## src/common/fuiav_cfg.svh

```systemverilog
// Constants of the FIFO/USB interrupt autovector block.
// Assumes an 8-bit core fetch path and a 32-bit APB register bus.
`ifndef FUIAV_CFG_SVH
`define FUIAV_CFG_SVH
`define FUIAV_NUM_FIFO_SRC   14
`define FUIAV_NUM_USB_SRC    27
`define FUIAV_FIFO_VEC_BASE  8'h80
`define FUIAV_USB_VEC_BASE   8'h00
`define FUIAV_VEC_STEP       8'h04
`define FUIAV_USB_PAGE_ADDR  16'h0044
`define FUIAV_USB_VEC_ADDR   16'h0045
`define FUIAV_FIFO_JMP_ADDR  16'h0053
`define FUIAV_FIFO_PAGE_ADDR 16'h0054
`define FUIAV_FIFO_VEC_ADDR  16'h0055
`define FUIAV_OFS_SETUP      12'h000
`define FUIAV_OFS_FIFO_PEND  12'h004
`define FUIAV_OFS_USB_PEND   12'h008
`define FUIAV_OFS_VECTORS    12'h00C
`define FUIAV_BIT_USB_AVEN   0
`define FUIAV_BIT_FIFO_AVEN  1
`define FUIAV_SETUP_RESET    2'h0
`endif

```

## src/common/fuiav_pkg.sv

```systemverilog
// Types of the FIFO/USB interrupt autovector block.
// Assumes the constants of fuiav_cfg.svh.
package fuiav_pkg;
	typedef logic [7:0] fuiav_byte_t;
	typedef logic [15:0] fuiav_addr_t;
	// Which source answers a core fetch
	typedef enum logic [1:0] {
		FUIAV_SRC_MEM,
		FUIAV_SRC_FIFO_VEC,
		FUIAV_SRC_USB_VEC
	} fuiav_fsrc_t;
endpackage : fuiav_pkg

```

## src/logic/fuiav_top.sv

```systemverilog
// FIFO and USB shared interrupt merging with autovector byte insertion.
// Assumes a core that fetches one byte per request and an APB master.
//
// Contract
// - Fourteen FIFO and waveform sources merge into one FIFO interrupt line.
// - Endpoint 2,4,6,8 programmable flags: priority 1-4, vectors 80..8C.
// - Endpoint 2,4,6,8 empty flags: priority 5-8, vectors 90..9C.
// - Endpoint 2,4,6,8 full flags: priority 9-12, vectors A0..AC.
// - Waveform complete priority 13 vector B0; waveform event 14, B4.
// - FIFO autovector on: fetch at 0055 returns vector; firmware sets 0054.
// - Servicing the FIFO interrupt branches to 0053 holding a jump.
// - Twenty-seven USB sources merge into one autovectored USB interrupt.
// - USB autovector on: fetch at 0045 returns vector; firmware sets 0044.
`timescale 1ns/1ps
`include "fuiav_cfg.svh"
module fuiav_top #(
	parameter int NFIFO = `FUIAV_NUM_FIFO_SRC,
	parameter int NUSB  = `FUIAV_NUM_USB_SRC
) (
	input  wire logic              CLK,
	input  wire logic              RST_N,
	input  wire logic              CE,
	input  wire logic [NFIFO-1:0]  FIFO_SRC,
	input  wire logic [NUSB-1:0]   USB_SRC,
	output logic                   FIFO_IRQ,
	output logic                   USB_IRQ,
	input  wire logic              FIFO_IRQ_ACK,
	output logic                   VECTOR_VALID,
	output logic [15:0]            VECTOR_ADDR,
	input  wire logic              FETCH_REQ,
	input  wire logic [15:0]       FETCH_ADDR,
	input  wire logic [7:0]        MEM_DATA,
	output logic                   FETCH_ACK,
	output logic [7:0]             FETCH_DATA,
	input  wire logic              PSEL,
	input  wire logic              PENABLE,
	input  wire logic              PWRITE,
	input  wire logic [11:0]       PADDR,
	input  wire logic [31:0]       PWDATA,
	output logic                   PREADY,
	output logic                   PSLVERR,
	output logic [31:0]            PRDATA
);
	// Reset release through two flops; assertion stays asynchronous
	logic rst_meta_ff;
	logic rst_n_ff;
	always_ff @(posedge CLK or negedge RST_N) begin
		if (!RST_N) begin
			rst_meta_ff <= 1'b0;
			rst_n_ff    <= 1'b0;
		end else begin
			rst_meta_ff <= 1'b1;
			rst_n_ff    <= rst_meta_ff;
		end
	end

	// Lowest index pending wins, so scan from the top down
	function automatic fuiav_pkg::fuiav_byte_t pick_vec(
		input logic [31:0] pend,
		input fuiav_pkg::fuiav_byte_t base
	);
		fuiav_pkg::fuiav_byte_t v;
		v = base;
		for (int i = 31; i >= 0; i--) begin
			if (pend[i]) begin
				v = base + 8'(i) * `FUIAV_VEC_STEP;
			end
		end
		return v;
	endfunction : pick_vec

	// APB decode; single-cycle slave, never waits
	logic apb_wr;
	logic apb_hit;
	assign apb_wr  = PSEL && PENABLE && PWRITE;
	assign apb_hit = (PADDR == `FUIAV_OFS_SETUP)
		|| (PADDR == `FUIAV_OFS_FIFO_PEND)
		|| (PADDR == `FUIAV_OFS_USB_PEND)
		|| (PADDR == `FUIAV_OFS_VECTORS);
	assign PREADY  = 1'b1;
	assign PSLVERR = PSEL && PENABLE && !apb_hit;

	// Sticky pending bits and autovector enables
	logic [NFIFO-1:0] fifo_pend_ff;
	logic [NFIFO-1:0] nxt_fifo_pend;
	logic [NUSB-1:0]  usb_pend_ff;
	logic [NUSB-1:0]  nxt_usb_pend;
	logic [1:0]       setup_ff;
	logic [1:0]       nxt_setup;
	logic             fifo_clr;
	logic             usb_clr;
	assign fifo_clr = apb_wr && (PADDR == `FUIAV_OFS_FIFO_PEND);
	assign usb_clr  = apb_wr && (PADDR == `FUIAV_OFS_USB_PEND);

	// A source pulse in the clear cycle survives: set beats clear
	genvar g;
	generate
		for (g = 0; g < NFIFO; g++) begin : g_fifo
			assign nxt_fifo_pend[g] = FIFO_SRC[g]
				|| (fifo_pend_ff[g] && !(fifo_clr && PWDATA[g]));
		end
		for (g = 0; g < NUSB; g++) begin : g_usb
			assign nxt_usb_pend[g] = USB_SRC[g]
				|| (usb_pend_ff[g] && !(usb_clr && PWDATA[g]));
		end
	endgenerate

	// Enables are written through the setup register
	always_comb begin
		nxt_setup = setup_ff;
		if (apb_wr && (PADDR == `FUIAV_OFS_SETUP)) begin
			nxt_setup = PWDATA[1:0];
		end
	end

	always_ff @(posedge CLK or negedge rst_n_ff) begin
		if (!rst_n_ff) begin
			fifo_pend_ff <= '0;
			usb_pend_ff  <= '0;
			setup_ff     <= `FUIAV_SETUP_RESET;
		end else if (CE) begin
			fifo_pend_ff <= nxt_fifo_pend;
			usb_pend_ff  <= nxt_usb_pend;
			setup_ff     <= nxt_setup;
		end
	end

	// Shared request lines follow the pending bits
	assign FIFO_IRQ = |fifo_pend_ff;
	assign USB_IRQ  = |usb_pend_ff;

	// Vector bytes from the highest-ranked pending source
	fuiav_pkg::fuiav_byte_t fifo_vec;
	fuiav_pkg::fuiav_byte_t usb_vec;
	assign fifo_vec = pick_vec(32'(fifo_pend_ff),
		`FUIAV_FIFO_VEC_BASE);
	assign usb_vec  = pick_vec(32'(usb_pend_ff),
		`FUIAV_USB_VEC_BASE);

	// Fetch source selection; vector only while its enable is set
	fuiav_pkg::fuiav_fsrc_t fsrc;
	always_comb begin
		fsrc = fuiav_pkg::FUIAV_SRC_MEM;
		if (FETCH_ADDR == `FUIAV_FIFO_VEC_ADDR
			&& setup_ff[`FUIAV_BIT_FIFO_AVEN]) begin
			fsrc = fuiav_pkg::FUIAV_SRC_FIFO_VEC;
		end else if (FETCH_ADDR == `FUIAV_USB_VEC_ADDR
			&& setup_ff[`FUIAV_BIT_USB_AVEN]) begin
			fsrc = fuiav_pkg::FUIAV_SRC_USB_VEC;
		end
	end

	// Fetch answer, one cycle after the request
	logic       fetch_ack_ff;
	logic       nxt_fetch_ack;
	logic [7:0] fetch_data_ff;
	logic [7:0] nxt_fetch_data;
	always_comb begin
		nxt_fetch_ack  = FETCH_REQ;
		nxt_fetch_data = fetch_data_ff;
		if (FETCH_REQ) begin
			case (fsrc)
				fuiav_pkg::FUIAV_SRC_FIFO_VEC: nxt_fetch_data = fifo_vec;
				fuiav_pkg::FUIAV_SRC_USB_VEC:  nxt_fetch_data = usb_vec;
				default:                       nxt_fetch_data = MEM_DATA;
			endcase
		end
	end

	// Branch target handed to the core when it services the FIFO line
	logic        vec_valid_ff;
	logic        nxt_vec_valid;
	logic [15:0] vec_addr_ff;
	logic [15:0] nxt_vec_addr;
	always_comb begin
		nxt_vec_valid = FIFO_IRQ_ACK && FIFO_IRQ;
		nxt_vec_addr  = vec_addr_ff;
		if (nxt_vec_valid) begin
			nxt_vec_addr = `FUIAV_FIFO_JMP_ADDR;
		end
	end

	always_ff @(posedge CLK or negedge rst_n_ff) begin
		if (!rst_n_ff) begin
			fetch_ack_ff  <= 1'b0;
			fetch_data_ff <= 8'h00;
			vec_valid_ff  <= 1'b0;
			vec_addr_ff   <= 16'h0000;
		end else if (CE) begin
			fetch_ack_ff  <= nxt_fetch_ack;
			fetch_data_ff <= nxt_fetch_data;
			vec_valid_ff  <= nxt_vec_valid;
			vec_addr_ff   <= nxt_vec_addr;
		end
	end
	assign FETCH_ACK    = fetch_ack_ff;
	assign FETCH_DATA   = fetch_data_ff;
	assign VECTOR_VALID = vec_valid_ff;
	assign VECTOR_ADDR  = vec_addr_ff;

	// Read mux captured in the setup cycle, so read data leaves a flop
	// Limitation: a read whose setup cycle has CE low returns stale data
	logic [31:0] prdata_ff;
	logic [31:0] nxt_prdata;
	always_comb begin
		nxt_prdata = prdata_ff;
		if (PSEL && !PENABLE) begin
			case (PADDR)
				`FUIAV_OFS_SETUP:     nxt_prdata = 32'(setup_ff);
				`FUIAV_OFS_FIFO_PEND: nxt_prdata = 32'(fifo_pend_ff);
				`FUIAV_OFS_USB_PEND:  nxt_prdata = 32'(usb_pend_ff);
				`FUIAV_OFS_VECTORS:   nxt_prdata = {16'h0000, usb_vec, fifo_vec};
				default:              nxt_prdata = 32'h00000000;
			endcase
		end
	end

	always_ff @(posedge CLK or negedge rst_n_ff) begin
		if (!rst_n_ff) begin
			prdata_ff <= 32'h00000000;
		end else if (CE) begin
			prdata_ff <= nxt_prdata;
		end
	end
	assign PRDATA = prdata_ff;
endmodule : fuiav_top

```

## config.mk

```make
export PLATFORM = sky130hd
export DESIGN_NAME = fuiav_top
export DESIGN_NICKNAME = d
export VERILOG_FILES = /design/src/common/fuiav_pkg.sv /design/src/logic/fuiav_top.sv
export VERILOG_INCLUDE_DIRS = /design/src /design/src/common
export SDC_FILE = /design/constraint.sdc
export NUM_CORES = 1
export LEC_CHECK = 0
export ABC_AREA = 1
export CORE_MARGIN = 4
export CORE_UTILIZATION = 40
export DETAILED_ROUTE_END_ITERATION = 16
export DONT_BUFFER_PORTS = 1
export GPL_TIMING_DRIVEN = 0
export PLACE_DENSITY = 0.53
export SYNTH_ARGS = -nofsm -noshare
export SYNTH_HDL_FRONTEND = slang
export SYNTH_SLANG_ARGS = --single-unit
```

## constraint.sdc

```tcl
create_clock -name CLK -period 4.6 [get_ports CLK]
set_input_delay 0.69 -clock CLK [delete_from_list [all_inputs] [get_ports CLK]]
set_output_delay 0.69 -clock CLK [all_outputs]
set_load 0.03 [all_outputs]
```

-- After elaboration in Yosys (flattened, before gate mapping)
Index checks and enable logic that the tools add are counted.
- bits in registers: 88
- latch bits: 0
- bits in writable memories: 0
- memory bits (read-only): 0
- input port bits: 117
- output and inout port bits: 62
- word-level logic and storage cells: 248
- memories kept: 0
- add/subtract/negate cells: 0
- multiply operators: 0
- divide/modulo/power cells: 0
- order comparisons: 0
- eq/ne operators: 7
- shift operators: 0
- mux-type cells: 45
- bitwise gates (word level): 0
- reductions and logical operators: 186
- operator list (operator ; number):
    $mux 8 ; 39
    $pmux 27 s4 ; 1
    $logic_and 1x1->1 ; 92
    $logic_or 1x1->1 ; 44
    $logic_not 1->1 ; 43
    $eq 16x7->1 const B ; 2
    $reduce_or 27->1 ; 1
    $eq 12x4->1 const B ; 2
    $pmux 8 s2 ; 1
    $reduce_or 14->1 ; 1
    $eq 12x3->1 const B ; 1
    $logic_not 12->1 ; 1
    $reduce_and 2->1 ; 4
    $mux 7 ; 1
    $mux 6 ; 1
    $mux 2 ; 2
    $eq 2x1->1 const B ; 1
    $eq 2x2->1 const B ; 1

-- Logic depth before layout (Yosys ltp)
Gate-level depths: netlist (run 1).
- depth after elaboration: 28
- depth in mapped cells: 29

-- Worst setup path after synthesis (run 1)
No wires, ideal clock.
- path kind: input to output
- from: input port PADDR[5]
- to: output port PSLVERR
- data arrival time: 1.543 ns
- data required time: 3.910 ns
- path slack: 2.367 ns
- cell stages on the path: 5
- path buffers: 0
- cell sequence: nor4_1 -> inv_1 -> nor2_2 -> nand2_1 -> and3_1
- cells in the longest elaborated chain, start to end: 6
- elaborated cells between the ends (all ways): 9
- RTL lines (element ; RTL line ; RTL):
    start: declaration ; fuiav_top.sv:38 ; input wire logic [11:0] PADDR,
    $eq 12x3->1 or $logic_not 12->1 (tied branches) ; - ;
    $logic_or 1x1->1 (2 in a row) ; fuiav_top.sv:76 ; assign apb_hit = (PADDR == `FUIAV_OFS_SETUP)
    $logic_or 1x1->1 * ; fuiav_top.sv:76 ;
    $logic_not 1->1 * ; fuiav_top.sv:81 ; assign PSLVERR = PSEL && PENABLE && !apb_hit;
    $logic_and 1x1->1 * ; fuiav_top.sv:81 ;
    end: declaration ; fuiav_top.sv:41 ; output logic PSLVERR,
Mark *: on every way between the ends. The rest lies on a longest branch, timed or not.

-- Worst setup path after layout (run 1)
- from: register fifo_pend_ff[12]
- to: output port FIFO_IRQ
- cells in the longest elaborated chain, start to end: 1
- RTL lines (element ; RTL line ; RTL):
    start: declaration ; fuiav_top.sv:84 ; logic [NFIFO-1:0] fifo_pend_ff;
    start signal: assignment ; fuiav_top.sv:122 ; fifo_pend_ff <= nxt_fifo_pend;
    $reduce_or 14->1 ; fuiav_top.sv:129 ; assign FIFO_IRQ = |fifo_pend_ff;
    end: declaration ; fuiav_top.sv:25 ; output logic FIFO_IRQ,
Every way passes these cells.

==> results of run 1 <==
worst max-delay path: stages, from the launching register on:
cell,delay (ns)
dfrtp_1,0.44
or2_2,0.30
nor4_1,0.39
nand2_1,0.36
area by class of cell:
| class | instances | area [sq um] | area share, % |
|---|---|---|---|
| buffer | 39 | 236 | 4.80 |
| sequential | 83 | 2080 | 42.3 |
| timing repair buffer | 2 | 30.0 | 0.610 |
| clock inverter | 4 | 73.8 | 1.50 |
| inverter | 66 | 262 | 5.31 |
| tap | 140 | 175 | 3.56 |
| multi-input combinational | 422 | 1920 | 39.0 |
| clock buffer | 12 | 145 | 2.95 |
per-layer routing:
| metal | up-vias | GRT usage [%] | part of all wire [%] | wire length, um |
|---|---|---|---|---|
| li1 | 1959 | - | - | - |
| met1 | 1824 | 28.0 | 46 | 6030 |
| met2 | 147 | 31.6 | 45 | 5980 |
| met3 | 14 | 5.61 | 7.8 | 1020 |
| met4 | 0 | 6.17 | 1.3 | 176 |
| met5 | - | 0 | 0 | 0 |
cells in the mapped netlist, types with 2 or more instances:
cell type	number	area, sq um
dfrtp_1	83	2080
a21oi_1	14	70.1
o22ai_1	9	56.3
nor3_1	14	70.1
nor2_1	32	120
o21ai_1	18	90.1
nor4_1	7	43.8
nand3_1	22	110
nand4_1	7	43.8
a31oi_1	3	18.8
o31ai_1	10	75.1
nand2_1	206	773
o221ai_1	4	35.0
o21ai_0	38	190
a22o_1	8	70.1
inv_1	60	225
inv_2	4	15.0
clkbuf_1	15	56.3
o211ai_1	3	22.5
conb_1	2	7.51
buf_4	21	158
cells by family (layout without fill, tap and decap cells):
kind of cell	count (synthesis)	count (layout)	synth area share, %
AOI/OAI and AO/OA	110	110	14.7
buffers and inverters	105	123	11.2
DFF	83	83	46.9
other	2	19	0.170
and+or+nand+nor	293	293	27.0
power groups by stage:
stage	clock network (mW)	registers [mW]	logic, mW
after floorplan	0	0.792	0.0739
after global placement	0	0.799	0.0865
after detailed placement	0	0.793	0.0971
after CTS	0.601	0.779	0.0982
after global routing	0.637	0.781	0.110
final	0.588	0.777	0.0980
flip-flops by register name, summed over array words and instances (netlist names):
name          flops
FETCH_DATA        8
usb_pend_ff      27
setup_ff          2
FETCH_ACK         1
VECTOR_VALID      1
fifo_pend_ff     14
VECTOR_ADDR       1
PRDATA           27
rst_meta_ff       1
rst_n_ff          1
timing repair:
item / 4_1_cts / 5_1_grt
hold buffers: 1 / 0
hold endpoints to repair: 2 / 0
setup endpoints to repair: 0 / 0
cell usage in the layout (no fill, tap or decap), drive strengths merged, types with 2 or more instances in the layout:
cell / synthesis / final
o31ai: 10 / 10
o221ai: 4 / 4
o211ai: 3 / 3
o22ai: 9 / 9
or2: 2 / 2
bufinv: 1 / 3
nor2: 33 / 33
inv: 64 / 64
a22o: 8 / 8
a31oi: 3 / 3
o21ai: 56 / 56
nor3: 15 / 15
nor4: 7 / 7
dfrtp: 83 / 83
clkbuf: 16 / 28
conb: 2 / 19
a21oi: 15 / 15
nand3: 22 / 22
nand4: 7 / 7
buf: 23 / 24
nand2: 206 / 206
clkinv: 1 / 3
stage by stage:
step,utilization [%],instances,setup slack [ns],power [mW]
floorplan,-,610,2.12,0.866
global placement,43.1,750,1.11,0.886
detailed placement,43.3,751,1.94,0.890
CTS,45.4,768,2.01,1.48
global route,45.4,768,1.98,1.53
finish,45.4,768,2.05,1.46
final timing paths:
path / from / to / slack [ns] / cells after the start
max reg2reg: usb_pend_ff[21] / PRDATA[10] / 2.55 / 26
min reg2reg: rst_n_ff / fifo_pend_ff[13] / 0.33 / 0
min in group CLK: rst_meta_ff / rst_n_ff / 0.36 / 0
max in group asynchronous: rst_n_ff / PRDATA[0] / 3.66 / 1
max: fifo_pend_ff[12] / FIFO_IRQ / 2.05 / 3
min: rst_n_ff / fifo_pend_ff[13] / 0.33 / 0
==> flow_metrics.tcl, run 1 <==
set metrics [dict create \
    maxSlewViolCount 0 \
    clock_latency_ns 0.37 \
    design_area_sq_mm 0.00492 \
    cts_buffers 9 \
    ant_nets 0 \
    sw_frac_of_total_pct 25.4 \
    io_pins 179 \
    ys.flop_type "dfrtp_1" \
    wl_um 13200 \
    start_kind "flip-flop" \
    hold_viol 0 \
    max_freq_ghz 0.392 \
    antenna_found_initial 0 \
    post_cts_resized 0 \
    cts_tree "yes" \
    dp_hpwl_um 10500 \
    dieWidth_um 113 \
    p_per_area_mw_per_mm2 297 \
    irDropWorstVdd_mv 0.158 \
    grt_max_degree 42 \
    share_seq_of_total_power_pct 53.1 \
    clock_sinks 83 \
    grt_first_pass_wirelength_um 20400 \
    ys_async_sr_fraction_pct 100 \
    numPortBuffers 0 \
    p_sw_mw 0.372 \
    row_count 38 \
    syn_area_sq_mm 0.00443 \
    grt_pass1_vias 3974 \
    gp_congestion 0.870 \
    cts_root_buf "clkbuf_8" \
    syn-instance-count 593 \
    dr_total_vias 3944 \
    worstSetupPathType "flip-flop to output port" \
    area_growth_pct 11.1 \
    comb_power_share_pct 6.7 \
    initial_core_util_pct 40.9 \
    holdCritPathClass "flip-flop to async pin" \
    htree_num_levels 3 \
    tightest_slew_ns 0.662 \
    synth_seq_cells 83 \
    post-cts-setup-buffers 0 \
    dr.pass1.iters 5 \
    ys_warn_count 0 \
    drc 0 \
    dpl_cell_area_sq_mm 0.00469 \
    period_share_pct 55.5 \
    fillers 1154 \
    rsz0062_at_grt "no" \
    slew_headroom_pct 55.9 \
    timing.hold.ws_ns 0.327 \
    intPower_mw 1.09 \
    p_leak_nw 2.23 \
    crit_fanout 4 \
    via_per_inst 5.14 \
    ys_seq_area_share_pct 46.9 \
    routedWlPerCell_um 17.2 \
    clock_path_buffers 2 \
    finalSetupViolCount 0 \
    finalSetupTns_ns 0 \
    yosysUniqueCellTypes 34 \
    coreArea_sq_mm 0.0108 \
    path_clk_slew_ns 0.09 \
    clock_skew_ns 0.00976 \
    required_ns 3.91 \
    grtUsageTotal_pct 20.4 \
    drtIter0Drc 199 \
    outcome "complete, no violations" \
    dieHeight_um 113 \
    cp-end-kind "output port" \
    fin_nets 740 \
    layout-drive-gt1-share_pct 7.64 \
    die-area_sq_mm 0.0128 \
    cap_violations 0 \
    avgSynthCellArea_sq_um 7.47 \
    antenna_cells 0 \
    grt-ovfl-total 0 \
    crit_arrival_ns 1.86 \
    clkPwrFrac_pct 40.2 \
    synth-edff-count 0 \
    min_period_ns 2.55 \
]
Power figures use the tool's default switching activity.
==> inputs of run 2 (changes only) <==
Clock period 4.6 ns to 2.4 ns, I/O delays scaled along.
==> run 2 against run 1 <==
Net effect: sequential cell count is the same; register-to-register slack lost 2.2 ns; clock power grew 61%; sequential power grew 92%; global-route usage grew 0.25 points; critical path type unchanged; utilization shrank 0.29 points; clock skew shrank 0.00068 ns; via count shrank 1.2%; total power grew 79%.
==> flow_metrics.tcl, run 2 (synthesis gave the netlist of run 1 again) <==
set metrics [dict create \
    worstSetupPathType "flip-flop to output port" \
    dpl_cell_area_sq_mm 0.00470 \
    period_share_pct 91.5 \
    wl_um 13200 \
    via_per_inst 5.08 \
    dr.pass1.iters 5 \
    io_pins 179 \
    grtUsageTotal_pct 20.7 \
    routedWlPerCell_um 17.2 \
    irDropWorstVdd_mv 0.219 \
    maxSlewViolCount 0 \
    dp.cells 751 \
    crit_arrival_ns 1.84 \
    clock_latency_ns 0.37 \
    htree_num_levels 3 \
    numPortBuffers 0 \
    area_growth_pct 10.4 \
    start_kind "flip-flop" \
    fin_cells 768 \
    drc 0 \
    cp-startpoint "fifo_pend_ff[12]" \
    ff2ff_path_depth 28 \
    gp_congestion 0.878 \
    clock_sinks 83 \
    initial_core_util_pct 40.9 \
    dp_hpwl_um 10600 \
    rsz0062_at_grt "no" \
    design_area_sq_mm 0.00489 \
    crit_path_end "FIFO_IRQ" \
    finalSetupViolCount 0 \
    layout-drive-gt1-share_pct 7.80 \
    post-cts-setup-buffers 0 \
    crit_fanout 4 \
    power_mw 2.62 \
    p_per_area_mw_per_mm2 536 \
    finalSetupTns_ns 0 \
    clock_skew_ns 0.00908 \
    mostFrequentLayoutCell "nand2_1" \
    clock_path_buffers 2 \
    reg2reg_to "PRDATA[10]" \
    final_cell_mix "206 x nand2_1, 82 x dfrtp_1, 60 x inv_1" \
    hold_depth 2 \
    dieWidth_um 113 \
    rr_startpoint "usb_pend_ff[25]" \
    cap_violations 0 \
    fin_nets 740 \
    cts_tree "yes" \
    cp-end-kind "output port" \
    path_clk_slew_ns 0.08 \
    outcome "complete, no violations" \
    grt-ovfl-total 0 \
    die-area_sq_mm 0.0128 \
    max_freq_ghz 0.455 \
    dieHeight_um 113 \
    holdCritPathClass "primary input to flip-flop" \
    reg2reg_slack_ns 0.38 \
    cts_root_buf "clkbuf_8" \
    dr_total_vias 3898 \
    p_leak_nw 2.21 \
    grt_first_pass_wirelength_um 20700 \
    tightest_slew_ns 0.671 \
    row_count 38 \
    antenna_cells 0 \
    grt_pass1_vias 4052 \
    slew_headroom_pct 55.2 \
    coreArea_sq_mm 0.0108 \
    ant_nets 0 \
    hold_viol 0 \
    antenna_found_initial 0 \
    finish.utilization_pct 45.1 \
    min_period_ns 2.20 \
    cts_buffers 9 \
    required_ns 2.04 \
    drtIter0Drc 221 \
    grt_max_degree 50 \
]
## run 2: routing by layer
metal / global-route usage, % / vias to the layer above / routed length [um] / share of wire (%)
met4: 6.57 / 0 / 209 / 1.6
met2: 32.2 / 123 / 5990 / 45
met1: 27.9 / 1802 / 6090 / 46
met5: 0 / - / 0 / 0
li1: - / 1957 / - / -
met3: 5.88 / 16 / 940 / 7.1
## run 2: cell type report
class,instances,area (sq um)
Timing Repair Buffer,2,37.5
Sequential cell,83,2080
Inverter,66,262
Buffer,39,236
Multi-Input combinational cell,422,1920
Clock inverter,4,25.0
Tap cell,140,175
Fill cell,1132,5950
Clock buffer,12,155
## run 2: critical path, stage by stage (launching register included)
cell,delay [ns]
dfrtp_1,0.43
or2_2,0.30
nor4_1,0.38
nand2_1,0.35
## run 2: timing repair
action	CTS	global route
gates resized for setup	0	0
hold buffers	1	0
hold endpoints to repair	2	0
## run 2: report_power, final
group	switching (mW)	internal, mW
registers	0.0684	1.42
clock network	0.516	0.429
logic	0.133	0.0577
## run 2: worst min-delay path by stage
stage / from / endpoint / slack (ns)
finish: USB_SRC[17] / usb_pend_ff[17] / 0.1
global route: USB_SRC[7] / usb_pend_ff[7] / 0.09
CTS: USB_SRC[7] / usb_pend_ff[7] / 0.09
detailed placement: RST_N / rst_meta_ff / 0.06
global placement: RST_N / rst_meta_ff / 0.06
floorplan: RST_N / rst_meta_ff / 0.06
## run 2: through the flow
step,setup slack (ns),hold slack (ns)
after floorplan,0.649,0.0644
after global placement,0.101,0.0645
after detailed placement,0.0584,0.0645
after CTS,0.185,0.0874
after global routing,0.00265,0.0894
final,0.204,0.0954
